File: src/rfl_consts.vh
// timing, framing and table constants for the repeated frame radio link
`ifndef RFL_CONSTS_VH
`define RFL_CONSTS_VH

// ----------------------------------------
// clock and link timing
// ----------------------------------------
`define RFL_CLK_HZ 10000000
`define RFL_BAUD_BPS 2400
`define RFL_BIT_CYC (`RFL_CLK_HZ / `RFL_BAUD_BPS)
`define RFL_SAMPLE_NUM 3
`define RFL_SAMPLE_DEN 4
`define RFL_SAMPLE_CYC (`RFL_BIT_CYC * `RFL_SAMPLE_NUM / `RFL_SAMPLE_DEN)
`define RFL_GAP_BITS 48
`define RFL_GAP_CYC (`RFL_GAP_BITS * `RFL_BIT_CYC)
`define RFL_DWELL_MS 1000
`define RFL_DWELL_CYC (`RFL_DWELL_MS * (`RFL_CLK_HZ / 1000))
`define RFL_BP_HALF_US 10000
`define RFL_BP_CYC (`RFL_BP_HALF_US * (`RFL_CLK_HZ / 1000000))
`define RFL_CNT_W 24

// ----------------------------------------
// frame layout
// ----------------------------------------
`define RFL_FRAME_BITS 36
`define RFL_FIELD_BITS 12
`define RFL_SYM_BITS 6
`define RFL_PREAMBLE 12'hAAA
// postamble opens with a run of two, so a symbol next to it never makes a run above four
`define RFL_POSTAMBLE 12'hC3C
`define RFL_REPEATS 3'h4
`define RFL_MSG_COUNT 3'h5

`endif

File: src/rfl_link.v
// repeated frame radio link: message sender, frame receiver and two-digit display drive
//
// What this block does
// - a frame is 36 bits: preamble, 12-bit data, postamble around the data
// - each data word is sent four times in a row, three for the first word after reset
// - each digit travels as one of sixteen 6-bit symbols, runs at most four
// - radio input shifts into a 3-bit history every clock
// - an edge in the low history bits enables the bit timer
// - timer reaches three quarters bit, input sampled into 36-bit frame register
// - without edges, sample again one bit period later
// - every new edge restarts the bit timer
// - postamble in top 12 bits stores data into next of four copies
// - after fourth copy, two equal copies accepted, decoded and displayed
// - symbol decoder maps 6-bit symbol to 4-bit value by table
// - segment decoder maps 4-bit value to 8-bit digit pattern
// - dwell counter pulses advance; a separate backplane counter toggles the display backplane
// - each message state picks two characters from the message table
// - advance increments message index, then reload is pulsed
// - reload pulsed exactly four times per state, spaced by the sequencer
// - gap counter spaces transmissions, repeat counter counts them
// - on reload in transmit role the sender captures the word and sends framed bits serially
// - in transmit role the radio control holds transmit mode
// - in receive role the radio control holds receive mode
// - bit timer terminal count follows clock and baud rate; its width is fixed at 24 bits
`timescale 1ns/100ps
`include "rfl_consts.vh"

module rfl_link
#(
	parameter [`RFL_CNT_W-1:0] BIT_CYC = `RFL_BIT_CYC,
	parameter [`RFL_CNT_W-1:0] SAMPLE_CYC = `RFL_SAMPLE_CYC,
	parameter [`RFL_CNT_W-1:0] GAP_CYC = `RFL_GAP_CYC,
	parameter [`RFL_CNT_W-1:0] DWELL_CYC = `RFL_DWELL_CYC,
	parameter [`RFL_CNT_W-1:0] BP_CYC = `RFL_BP_CYC
)
(
	input wire i_clk,
	input wire i_rst_n,
	input wire i_tx_role,
	input wire i_rf_rx,
	output reg o_rf_tx,
	output reg o_rf_control,
	output reg o_display_backplane,
	output reg [7:0] o_seg_hi,
	output reg [7:0] o_seg_lo,
	output reg o_rx_accept
);

// ----------------------------------------
// state codes
// ----------------------------------------
localparam [1:0] SND_IDLE = 2'b01;
localparam [1:0] SND_SEND = 2'b10;
localparam [2:0] SEQ_LOAD = 3'b001;
localparam [2:0] SEQ_GAP = 3'b010;
localparam [2:0] SEQ_IDLE = 3'b100;
localparam [5:0] FRAME_LAST = 6'h01;
localparam [31:0] FRAME_LEN = `RFL_FRAME_BITS;

// ----------------------------------------
// lookup functions
// ----------------------------------------
// symbols keep runs of at most two at each end, so no four-bit run is exceeded when joined
function [5:0] symbol_encoder;
	input [3:0] v;
	begin
		case (v)
			4'h0: symbol_encoder = 6'h0B;
			4'h1: symbol_encoder = 6'h0D;
			4'h2: symbol_encoder = 6'h13;
			4'h3: symbol_encoder = 6'h15;
			4'h4: symbol_encoder = 6'h16;
			4'h5: symbol_encoder = 6'h19;
			4'h6: symbol_encoder = 6'h1A;
			4'h7: symbol_encoder = 6'h1C;
			4'h8: symbol_encoder = 6'h23;
			4'h9: symbol_encoder = 6'h25;
			4'hA: symbol_encoder = 6'h26;
			4'hB: symbol_encoder = 6'h29;
			4'hC: symbol_encoder = 6'h2A;
			4'hD: symbol_encoder = 6'h2C;
			4'hE: symbol_encoder = 6'h32;
			default: symbol_encoder = 6'h34;
		endcase
	end
endfunction

function [3:0] symbol_decoder;
	input [5:0] s;
	begin
		case (s)
			6'h0B: symbol_decoder = 4'h0;
			6'h0D: symbol_decoder = 4'h1;
			6'h13: symbol_decoder = 4'h2;
			6'h15: symbol_decoder = 4'h3;
			6'h16: symbol_decoder = 4'h4;
			6'h19: symbol_decoder = 4'h5;
			6'h1A: symbol_decoder = 4'h6;
			6'h1C: symbol_decoder = 4'h7;
			6'h23: symbol_decoder = 4'h8;
			6'h25: symbol_decoder = 4'h9;
			6'h26: symbol_decoder = 4'hA;
			6'h29: symbol_decoder = 4'hB;
			6'h2A: symbol_decoder = 4'hC;
			6'h2C: symbol_decoder = 4'hD;
			6'h32: symbol_decoder = 4'hE;
			6'h34: symbol_decoder = 4'hF;
			default: symbol_decoder = 4'h0;
		endcase
	end
endfunction

// values 0-8 are digits, 9-F are the letters C o L r u n E
function [7:0] segment_decoder;
	input [3:0] v;
	begin
		case (v)
			4'h0: segment_decoder = 8'h3F;
			4'h1: segment_decoder = 8'h06;
			4'h2: segment_decoder = 8'h5B;
			4'h3: segment_decoder = 8'h4F;
			4'h4: segment_decoder = 8'h66;
			4'h5: segment_decoder = 8'h6D;
			4'h6: segment_decoder = 8'h7D;
			4'h7: segment_decoder = 8'h07;
			4'h8: segment_decoder = 8'h7F;
			4'h9: segment_decoder = 8'h39;
			4'hA: segment_decoder = 8'h5C;
			4'hB: segment_decoder = 8'h38;
			4'hC: segment_decoder = 8'h50;
			4'hD: segment_decoder = 8'h1C;
			4'hE: segment_decoder = 8'h54;
			default: segment_decoder = 8'h79;
		endcase
	end
endfunction

// message table: two characters per state
function [7:0] message_chars;
	input [2:0] idx;
	begin
		case (idx)
			3'h0: message_chars = 8'h9A;
			3'h1: message_chars = 8'hAB;
			3'h2: message_chars = 8'hCD;
			3'h3: message_chars = 8'hEE;
			default: message_chars = 8'hFC;
		endcase
	end
endfunction

// ----------------------------------------
// pin synchronisers and role
// ----------------------------------------
reg [1:0] role_sync;
reg [1:0] rx_sync;
wire tx_role;

assign tx_role = role_sync[1];

always @(posedge i_clk or negedge i_rst_n)
begin
	if (!i_rst_n)
	begin
		role_sync <= 2'h0;
		rx_sync <= 2'h0;
		o_rf_control <= 1'b0;
	end
	else
	begin
		role_sync <= {role_sync[0], i_tx_role};
		rx_sync <= {rx_sync[0], i_rf_rx};
		o_rf_control <= tx_role;
	end
end

// ----------------------------------------
// display timer and backplane
// ----------------------------------------
reg [`RFL_CNT_W-1:0] dwell_count;
reg [`RFL_CNT_W-1:0] bp_count;
reg advance;

always @(posedge i_clk or negedge i_rst_n)
begin
	if (!i_rst_n)
	begin
		dwell_count <= {`RFL_CNT_W{1'b0}};
		bp_count <= {`RFL_CNT_W{1'b0}};
		advance <= 1'b0;
		o_display_backplane <= 1'b0;
	end
	else
	begin
		advance <= 1'b0;
		if (dwell_count == DWELL_CYC - 1'b1)
		begin
			dwell_count <= {`RFL_CNT_W{1'b0}};
			advance <= 1'b1;
		end
		else
			dwell_count <= dwell_count + 1'b1;
		if (bp_count == BP_CYC - 1'b1)
		begin
			bp_count <= {`RFL_CNT_W{1'b0}};
			o_display_backplane <= ~o_display_backplane;
		end
		else
			bp_count <= bp_count + 1'b1;
	end
end

// ----------------------------------------
// load sequencer
// ----------------------------------------
reg [2:0] seq_state;
reg [2:0] message_index;
reg [2:0] repeat_counter;
reg [`RFL_CNT_W-1:0] gap_counter;
reg reload;
wire [7:0] tx_chars;
wire [`RFL_FIELD_BITS-1:0] message_word;

assign tx_chars = message_chars(message_index);
assign message_word = {symbol_encoder(tx_chars[7:4]), symbol_encoder(tx_chars[3:0])};

always @(posedge i_clk or negedge i_rst_n)
begin
	if (!i_rst_n)
	begin
		seq_state <= SEQ_LOAD;
		message_index <= 3'h0;
		repeat_counter <= 3'h0;
		gap_counter <= {`RFL_CNT_W{1'b0}};
		reload <= 1'b0;
	end
	else
	begin
		reload <= 1'b0;
		if (advance)
		begin
			message_index <= (message_index == `RFL_MSG_COUNT - 1'b1) ? 3'h0 : message_index + 1'b1;
			repeat_counter <= 3'h0;
			seq_state <= SEQ_LOAD;
		end
		else
		begin
			case (seq_state)
				SEQ_LOAD:
				begin
					reload <= 1'b1;
					repeat_counter <= repeat_counter + 1'b1;
					gap_counter <= {`RFL_CNT_W{1'b0}};
					seq_state <= SEQ_GAP;
				end
				SEQ_GAP:
				begin
					if (gap_counter == GAP_CYC - 1'b1)
						seq_state <= (repeat_counter == `RFL_REPEATS) ? SEQ_IDLE : SEQ_LOAD;
					else
						gap_counter <= gap_counter + 1'b1;
				end
				SEQ_IDLE:
					seq_state <= SEQ_IDLE;
				default:
					seq_state <= SEQ_IDLE;
			endcase
		end
	end
end

// ----------------------------------------
// serial sender
// ----------------------------------------
reg [1:0] snd_state;
reg [`RFL_FRAME_BITS-1:0] tx_shift;
reg [5:0] tx_bits_left;
reg [`RFL_CNT_W-1:0] tx_timer;
reg [`RFL_FRAME_BITS-1:0] tx_frame;

always @*
begin
	tx_frame = {`RFL_POSTAMBLE, message_word, `RFL_PREAMBLE};
end

// bit 0 goes first; the receiver refills from the top so the layout matches
always @(posedge i_clk or negedge i_rst_n)
begin
	if (!i_rst_n)
	begin
		snd_state <= SND_IDLE;
		tx_shift <= {`RFL_FRAME_BITS{1'b0}};
		tx_bits_left <= 6'h0;
		tx_timer <= {`RFL_CNT_W{1'b0}};
		o_rf_tx <= 1'b0;
	end
	else if (reload && tx_role)
	begin
		snd_state <= SND_SEND;
		tx_shift <= tx_frame;
		tx_bits_left <= FRAME_LEN[5:0];
		tx_timer <= {`RFL_CNT_W{1'b0}};
		o_rf_tx <= tx_frame[0];
	end
	else
	begin
		case (snd_state)
			SND_SEND:
			begin
				if (tx_timer == BIT_CYC - 1'b1)
				begin
					tx_timer <= {`RFL_CNT_W{1'b0}};
					tx_shift <= {1'b0, tx_shift[`RFL_FRAME_BITS-1:1]};
					tx_bits_left <= tx_bits_left - 1'b1;
					if (tx_bits_left == FRAME_LAST)
					begin
						snd_state <= SND_IDLE;
						o_rf_tx <= 1'b0;
					end
					else
						o_rf_tx <= tx_shift[1];
				end
				else
					tx_timer <= tx_timer + 1'b1;
			end
			SND_IDLE:
				o_rf_tx <= 1'b0;
			default:
				snd_state <= SND_IDLE;
		endcase
	end
end

// ----------------------------------------
// receiver bit timing
// ----------------------------------------
reg [2:0] receive_history;
reg rx_running;
reg [`RFL_CNT_W-1:0] rx_timer;
reg [`RFL_FRAME_BITS-1:0] rx_frame;
reg rx_sample;
wire rx_edge;

assign rx_edge = receive_history[1] ^ receive_history[0];

always @(posedge i_clk or negedge i_rst_n)
begin
	if (!i_rst_n)
	begin
		receive_history <= 3'h0;
		rx_running <= 1'b0;
		rx_timer <= {`RFL_CNT_W{1'b0}};
		rx_sample <= 1'b0;
	end
	else
	begin
		receive_history <= {receive_history[1:0], rx_sync[1]};
		rx_sample <= 1'b0;
		if (rx_edge)
		begin
			rx_running <= 1'b1;
			rx_timer <= SAMPLE_CYC - 1'b1;
		end
		else if (rx_running)
		begin
			if (rx_timer == {`RFL_CNT_W{1'b0}})
			begin
				rx_sample <= 1'b1;
				rx_timer <= BIT_CYC - 1'b1;
			end
			else
				rx_timer <= rx_timer - 1'b1;
		end
	end
end

// ----------------------------------------
// frame capture, copies and agreement
// ----------------------------------------
reg [`RFL_FIELD_BITS-1:0] copy_register [0:3];
reg [1:0] copy_index;
reg [7:0] rx_chars;
reg [`RFL_FRAME_BITS-1:0] next_frame;
reg frame_hit;
reg agree;
reg [`RFL_FIELD_BITS-1:0] agreed;
wire [`RFL_FIELD_BITS-1:0] rx_data;
wire [`RFL_FIELD_BITS-1:0] first_copy_register;

assign first_copy_register = copy_register[0];
assign rx_data = next_frame[23:12];

always @*
begin
	next_frame = {receive_history[0], rx_frame[`RFL_FRAME_BITS-1:1]};
	frame_hit = rx_sample && (next_frame[35:24] == `RFL_POSTAMBLE);
	agree = 1'b1;
	agreed = first_copy_register;
	if ((first_copy_register == copy_register[1]) || (first_copy_register == copy_register[2]) ||
		(first_copy_register == rx_data))
		agreed = first_copy_register;
	else if ((copy_register[1] == copy_register[2]) || (copy_register[1] == rx_data))
		agreed = copy_register[1];
	else if (copy_register[2] == rx_data)
		agreed = copy_register[2];
	else
		agree = 1'b0;
end

always @(posedge i_clk or negedge i_rst_n)
begin
	if (!i_rst_n)
	begin
		rx_frame <= {`RFL_FRAME_BITS{1'b0}};
		copy_index <= 2'h0;
		rx_chars <= 8'h00;
		o_rx_accept <= 1'b0;
		copy_register[0] <= 12'h000;
		copy_register[1] <= 12'h000;
		copy_register[2] <= 12'h000;
		copy_register[3] <= 12'h000;
	end
	else
	begin
		o_rx_accept <= 1'b0;
		if (frame_hit)
		begin
			rx_frame <= {`RFL_FRAME_BITS{1'b0}};
			copy_register[copy_index] <= rx_data;
			copy_index <= copy_index + 1'b1;
			if (copy_index == 2'h3 && agree)
			begin
				rx_chars <= {symbol_decoder(agreed[11:6]), symbol_decoder(agreed[5:0])};
				o_rx_accept <= 1'b1;
			end
		end
		else if (rx_sample)
			rx_frame <= next_frame;
	end
end

// ----------------------------------------
// display drive
// ----------------------------------------
reg [7:0] shown_chars;

always @*
begin
	shown_chars = tx_role ? tx_chars : rx_chars;
end

// lit segments are driven in antiphase to the backplane, unlit ones in phase, so the glass sees no DC
always @(posedge i_clk or negedge i_rst_n)
begin
	if (!i_rst_n)
	begin
		o_seg_hi <= 8'h00;
		o_seg_lo <= 8'h00;
	end
	else
	begin
		o_seg_hi <= segment_decoder(shown_chars[7:4]) ^ {8{o_display_backplane}};
		o_seg_lo <= segment_decoder(shown_chars[3:0]) ^ {8{o_display_backplane}};
	end
end

endmodule

File: config.mk
export PLATFORM = sky130hd
export DESIGN_NAME = rfl_link
export DESIGN_NICKNAME = d
export VERILOG_FILES = /design/src/rfl_link.v
export VERILOG_INCLUDE_DIRS = /design/src
export SDC_FILE = /design/constraint.sdc
export NUM_CORES = 1
export LEC_CHECK = 0
export ABC_AREA = 1
export BUFFER_PORTS_ARGS = -buffer_cell sky130_fd_sc_hd__buf_2
export CAP_MARGIN = 20
export CORE_ASPECT_RATIO = 1.75
export CORE_UTILIZATION = 69
export DETAILED_ROUTE_END_ITERATION = 12
export PLACE_DENSITY_LB_ADDON = 0.15
export SYNTH_ARGS = -nofsm -noshare
export SYNTH_HDL_FRONTEND = slang
export SYNTH_SLANG_ARGS = --single-unit
export TNS_END_PERCENT = 50
File: constraint.sdc
create_clock -name i_clk -period 4.8 [get_ports i_clk]
set_clock_uncertainty 0.05 [all_clocks]
set_input_delay 0 -clock i_clk [delete_from_list [all_inputs] [get_ports i_clk]]
set_output_delay 0 -clock i_clk [all_outputs]
set_load 0.02 [all_outputs]
# Yosys cells after proc, flatten, opt, wreduce, memory -nomap -nowiden
# Memory sizes are Yosys's and may differ from the RTL's. A register that Yosys moved wholly into a read port is not among the register bits.
# Index checks and enable logic that the tools add are counted.
[word_totals]
in_bits = 4
memories = 6
out_inout_bits = 20
romBits = 928
register_bits = 289
[memory_table]
columns = ["memory", "depth", "word_bits", "rd", "rd_ports_with_merged_regs", "write_ports", "line_no", "source"]
rows = [
  ["(no name shown)", 64, 4, 1, 1, 0, "rfl_link.v:91", "case (s)"],
  ["(no name shown)", 64, 4, 1, 1, 0, "rfl_link.v:91", ""],
  ["(no name shown)", 16, 7, 1, 0, 0, "rfl_link.v:117", "case (v)"],
  ["(no name shown)", 16, 7, 1, 0, 0, "rfl_link.v:117", ""],
  ["(no name shown)", 16, 6, 1, 0, 0, "rfl_link.v:67", "case (v)"],
  ["(no name shown)", 16, 6, 1, 0, 0, "rfl_link.v:67", ""],
]
[op_classes]
n_bitwise = 6
magnitude_cmp = 2
mux = 52
eq_ne = 27
addsub = 9
n_reduce_logical = 23
[ops]
columns = ["operator", "n"]
rows = [
  ["2-to-1 mux 24 bit", 9],
  ["2-to-1 mux 36 bit", 5],
  ["adder 24 x 1 -> 24 bit (second input constant)", 4],
  ["equality test 12 bit", 6],
  ["bitwise mux 48 bit", 1],
  ["2-to-1 mux 12 bit", 4],
  ["one-hot mux 24 bit (2 select lines)", 1],
  ["one-hot mux 7 bit (4 select lines)", 1],
  ["demux 12 bit (select 2 bit)", 1],
  ["equality test 24 x 13 -> 1 bit (second input constant)", 1],
  ["equality test 24 x 17 -> 1 bit (second input constant)", 1],
  ["equality test 24 x 18 -> 1 bit (second input constant)", 1],
  ["equality test 24 bit (second input constant)", 1],
  ["logical NOT 24 bit", 1],
  ["subtractor 24 x 1 -> 24 bit (second input constant)", 1],
  ["2-to-1 mux 3 bit", 6],
  ["2-to-1 mux 6 bit", 3],
  ["bitwise XOR 8 bit", 2],
  ["2-to-1 mux 1 bit", 14],
  ["equality test 12 bit (second input constant)", 1],
  ["nonzero test 2 bit", 6],
  ["equality test 3 x 2 -> 1 bit (second input constant)", 3],
  ["inequality test 3 bit (second input constant)", 3],
  ["2-to-1 mux 8 bit", 1],
  ["25 further kinds", 42],
]

# Depth between registers and ports, before layout
[depth]
depth_word = 7
mapped_depth = 22

# Worst setup path after synthesis
# No wires, ideal clock.
[synth_timing]
kind = "reg2reg"
startpoint = "register rx_frame[15]"
endpoint = "register rx_chars[3]"
path_buffers = 3
path_stages_with_launch = 20
t_arrival_ns = 2.294
setup_slack_ns = 2.339
required_time_ns = 4.633
path_cell_list = "dfrtp_1 > clkbuf_2 > xnor2_1 > nand2_1 > nor2_1 > inv_1 > nor2_4 > nor2_4 > nand2_4 > buf_6 > buf_6 > o21a_1 > inv_1 > ha_1 > nand3_1 > nand3_1 > nand2_1 > nand2_1 > nand3_1 > nand2_1"
[synth_via]
elab_chain_len = 6
[synth_lines]
columns = ["element", "line_no", "source"]
rows = [
  ["start, declared", "rfl_link.v:340", "reg [`RFL_FRAME_BITS-1:0] rx_frame;"],
  ["start signal, assigned", "rfl_link.v:414", "rx_frame <= {`RFL_FRAME_BITS{1'b0}};"],
  ["start signal, assigned", "rfl_link.v:428", "rx_frame <= {`RFL_FRAME_BITS{1'b0}};"],
  ["start signal, assigned", "rfl_link.v:438", "rx_frame <= next_frame;"],
  ["equality test 12 bit, on equally long branches", "rfl_link.v:404, rfl_link.v:402", ""],
  ["2-to-1 mux 1 bit or logical OR 1 bit (tied branches)", "rfl_link.v:404, rfl_link.v:402", ""],
  ["2-to-1 mux 1 bit", "rfl_link.v:402", "else if ((copy_register[1] == copy_register[2]) || (copy_register[1] == rx_data))"],
  ["2-to-1 mux 1 bit", "rfl_link.v:399", "if ((first_copy_register == copy_register[1]) || (first_copy_register == copy_register[2]) ||"],
  ["logical AND 1 bit", "rfl_link.v:431", "if (copy_index == 2'h3 && agree)"],
  ["AND reduction 2 bit (no line)", "-", ""],
  ["end, declared", "rfl_link.v:382", "reg [7:0] rx_chars;"],
]
# Several ways; a longest one is shown, not always the timed one.
# A chain may end at the register's enable or synchronous reset.

# Worst setup path after layout
[layout_timing]
startpoint = "register role_sync[1]"
endpoint = "register tx_bits_left[4]"
[layout_via]
elab_chain_len = 3
[layout_lines]
columns = ["element", "line_no", "source"]
rows = [
  ["start, declared", "rfl_link.v:155", "reg [1:0] role_sync;"],
  ["start signal, assigned", "rfl_link.v:171", "role_sync <= {role_sync[0], i_tx_role};"],
  ["logical AND 1 bit (*)", "rfl_link.v:297", "else if (reload && tx_role)"],
  ["nonzero test 2 bit (no line)", "-", ""],
  ["AND reduction 2 bit (no line)", "-", ""],
  ["end signal, assigned", "rfl_link.v:301", "tx_bits_left <= FRAME_LEN[5:0];"],
  ["end signal, assigned", "rfl_link.v:314", "tx_bits_left <= tx_bits_left - 1'b1;"],
  ["end, declared", "rfl_link.v:277", "reg [5:0] tx_bits_left;"],
]
# Mark *: on every way between the ends. The rest lies on a longest branch, timed or not.

==> summary by stage <==
Outcome
The flow ran to the end, and the final reports show no timing, DRC or antenna violations.

GRT
The global-route total usage across every layer is 30.5%. The via count of the first global-routing pass is ~13k. The global-route wire length before repair is 56,500 um.

Global routing finished with a remaining overflow of 0. The maximum number of pins on one net before global-route repair is 111. The number of antenna violations at the first check in global routing is 0.

Logic synthesis
Of all cell types, the one taking the most synthesized area is sky130_fd_sc_hd__dfrtp_1. The post-synthesis average cell area is 7.75 um^2. The share of flip-flops with an asynchronous set or reset is between 90% and 100%. The synthesis-stage register bit count is 270. The synthesized design devotes to its leading area cell type a little over two fifths of total area. By area the synthesized netlist is led by sky130_fd_sc_hd__dfrtp_1 44%, sky130_fd_sc_hd__nand2_1 11%, sky130_fd_sc_hd__inv_1 6.5%. The number of warnings reported in the yosys synthesis log is 0.

The count of cell types in the netlist is 51. The synthesized cell area is roughly 15,000 um^2. The number of enable-type register cells in the synthesized netlist is 0. The top flip-flop cell by instance count after synthesis is sky130_fd_sc_hd__dfrtp_1. The post-synthesis cell count is 1,970.

The proportion of synthesized chip area in sequential cells is around 44%. The number of nets handed over by synthesis was roughly 2k.

Route
The final layout contains routed wiring with a total length of 33,400 um. The via count normalized by instance count is between 5 and 6. The number of iterations in the first detailed-routing pass is 5.

The DRC marker count from the first detailed-route iteration is approximately 640. The count of nets left with antenna violations once routing finished came out at 0. The final routed DRC violation total is 0.

The via count is 13.0k. The final routed wire length divided by cell count is 14.6 um.

Power
Per report_power, the sequential group accounts for between 50% and 60% of the total. VDD sags by at most between 0.2 and 0.3 mV. Dividing total power by cell area gives a power density of ~270 nW/um^2. The net switching power figure is approximately 0.96 mW.

The part of the total power dissipated in combinational logic is about 3.0%. The net switching fraction of the power is between 20% and 30%. Summed over all cells, the static leakage comes to between 7 and 8 nW. Internal power comes to 3.51 mW. The clock power share is 45.6%.

Final layout
The total inserted antenna cells is 0. Compared with the post-synthesis result, the final layout area differs by 7.68%. Leaving out fill and tap cells, the most frequent cell in the layout is sky130_fd_sc_hd__nand2_1.

In the layout the commonest cells are 454 x sky130_fd_sc_hd__nand2_1, 268 x sky130_fd_sc_hd__dfrtp_1, 265 x sky130_fd_sc_hd__inv_1. The fraction of layout cells with a size suffix above 1 is 5.67%. After the last flow step, the layout net total stands at ~2.0k.

The layout filler cell count is approximately 1.6k.

Worst setup path
Data on the critical path arrives at its endpoint at between 3 and 4 ns. In this run the register-to-register setup slack is approximately 1.3 ns. Along the worst path, the maximum fanout reaches 33. The kind of end point of the critical path is a flop. The type of the worst setup path is reg -> reg. STA puts the critical path data required time at 5.21 ns. The startpoint type of the worst setup path is a flop.

Clocking
In this run the number of H-tree levels came out at 1. The post-cts resize count is 0. The clock root buffer is sky130_fd_sc_hd__clkbuf_16. The clock latency on the worst-skew pair is between 0.5 and 0.6 ns. Counting the buffers created by CTS gives 25.

Clock-pin slew was measured on the worst setup and hold paths at approximately 0.07 ns. The tree built by TritonCTS fans out to 270 sinks. In this run the deepest clock path goes through 3 buffers. The clock tree from TritonCTS is built.

STA
The final-report hold violation count is 0. The worst setup slack after layout is 1.30 ns. Setup total negative slack on the finished layout was measured at 0 ns. The maximum clock rate is between 200 and 300 MHz.

The count of pins over their slew limit is 0. The setup violation total in the final timing report is 0. The slew at the pin closest to its max-slew limit is 1.16 ns. Subtracting the final worst setup slack from the clock period gives around 3.5 ns. Setup repair after global routing left no endpoint under its margin. Of the available clock period, the critical path in the final layout requires roughly 73%. In this run the tightest slew margin relative to its limit is a little over a fifth.

Placed design
At the end of routability-driven placement, the weighted congestion stood at 0.924. The worst setup slack after placement is between 1 and 1.5 ns. The quantity of I/O buffers inserted on ports is 23.

Once detailed placement completed, the half-perimeter wirelength came to about 24,000 um.

Die
The height of the die is ~200 um. 24 I/O pins were placed. The starting utilization of the core area is between 70% and 80%.

The die outline width is 114 um. The core area is between 20,000 and 25,000 um^2. The floorplan step defined a die boundary enclosing between 20,000 and 25,000 um^2.

Row generation in the floorplan step produced a little over 70 rows.

Hold path
The worst min-delay path category is in -> reg.

Flow run
The reported max-cap violation count is 0.
==> through the flow <==
stage / power, mW / hold WS [ns] / util, % / cell area [um^2] / std cells
3_3_place_gp: 2.47 / 0.0496 / 72.1 / 15600 / 2238
4_1_cts: 4.51 / 0.0580 / 76.2 / 16400 / 2285
6_report: 4.47 / 0.0630 / 76.2 / 16400 / 2285
3_5_place_dp: 2.48 / 0.0597 / 72.1 / 15600 / 2238
2_1_floorplan: 2.41 / -0.346 / - / 15300 / 1970
5_1_grt: 4.61 / 0.0828 / 76.2 / 16400 / 2285
==> repair_timing <==
item | 4_1_cts | 5_1_grt
setup buffers | 0 | 0
hold endpoints to repair | 110 | 0
hold buffers | 3 | 0
==> layout make-up <==
type / instances / area, um^2 / share of cell area, %
multi-input combinational: 1367 / 7220 / 43.9
timing repair buffer: 32 / 213 / 1.29
clock inverter: 6 / 86.3 / 0.525
clock buffer: 38 / 754 / 4.59
sequential: 270 / 6760 / 41.1
tap: 292 / 365 / 2.22
inverter: 280 / 1050 / 6.39
==> Yosys cell counts (all sizes together), types with 2 or more instances <==
master	count
nor4	25
inv	278
nand2	464
clkbuf	37
o32ai	2
or2	2
a21oi	46
o21ai	161
nand4	38
a31oi	7
clkinv	2
nor2	191
nor3	51
a22oi	3
o211ai	8
o221ai	4
nand3	135
o22ai	34
buf	16
dfstp	2
dfrtp	268
nor3b	3
o21a	7
a211oi	3
xor2	65
o31ai	15
ha	48
xnor2	48
==> worst max-delay path, cell delays in order, from the launching register on <==
cell and delay (ns):
sky130_fd_sc_hd__dfrtp_1 0.54, sky130_fd_sc_hd__nand2_1 0.36, sky130_fd_sc_hd__inv_1 0.17, sky130_fd_sc_hd__nor2_1 0.14
sky130_fd_sc_hd__inv_1 0.51, sky130_fd_sc_hd__nand2_1 0.11, sky130_fd_sc_hd__buf_4 0.24, sky130_fd_sc_hd__inv_1 0.66
sky130_fd_sc_hd__nand3_1 0.20, sky130_fd_sc_hd__nor2_1 0.18, sky130_fd_sc_hd__o21ai_0 0.11, sky130_fd_sc_hd__a21oi_1 0.14
==> per-layer routing <==
layer	global-route usage (%)	up-vias	part of all wire, %
met5	0	-	0
met4	18.9	0	5.4
met3	2.68	136	3.2
met2	58.2	369	54
met1	31.5	6139	37
li1	-	6381	-
==> registers in the layout, indices dropped and copies added (netlist names), 23 cells and up <==
register       cells
dwell_count       24
rx_frame          23
rx_timer          24
gap_counter       24
tx_shift          35
tx_timer          24
bp_count          24
copy_register     24
==> power by group through the flow <==
| stage | Clock (mW) | Combinational (mW) | Sequential, mW |
|---|---|---|---|
| 5_1_grt | 2.15 | 0.150 | 2.30 |
| 3_3_place_gp | 0 | 0.129 | 2.34 |
| 2_1_floorplan | 0 | 0.0545 | 2.35 |
| 4_1_cts | 2.07 | 0.135 | 2.30 |
| 6_report | 2.04 | 0.132 | 2.30 |
| 3_5_place_dp | 0 | 0.132 | 2.35 |
==> final timing paths <==
kind	from	end	depth (start not counted)
min in group asynchronous	i_rst_n	bp_count[6]	2
worst min-delay path	i_tx_role	role_sync[0]	2
worst max-delay path	role_sync[1]	tx_bits_left[4]	11
max in group asynchronous	i_rst_n	message_index[0]	3
worst min register to register	rx_sync[0]	rx_sync[1]	0
worst max register to register	role_sync[1]	tx_bits_left[4]	11
==> kinds of logic (layout without fill, tap and decap cells) <==
group,Yosys count,in the layout,share of synthesized area (%)
and+or+nand+nor,910,910,25.6
buffers and inverters,333,356,8.50
AOI/OAI and AO/OA,296,296,11.2
DFF,270,270,44.3
xor gates and xnor gates,113,113,6.48
adders and majority gates,48,48,3.93
Power figures use the tool's default switching activity.
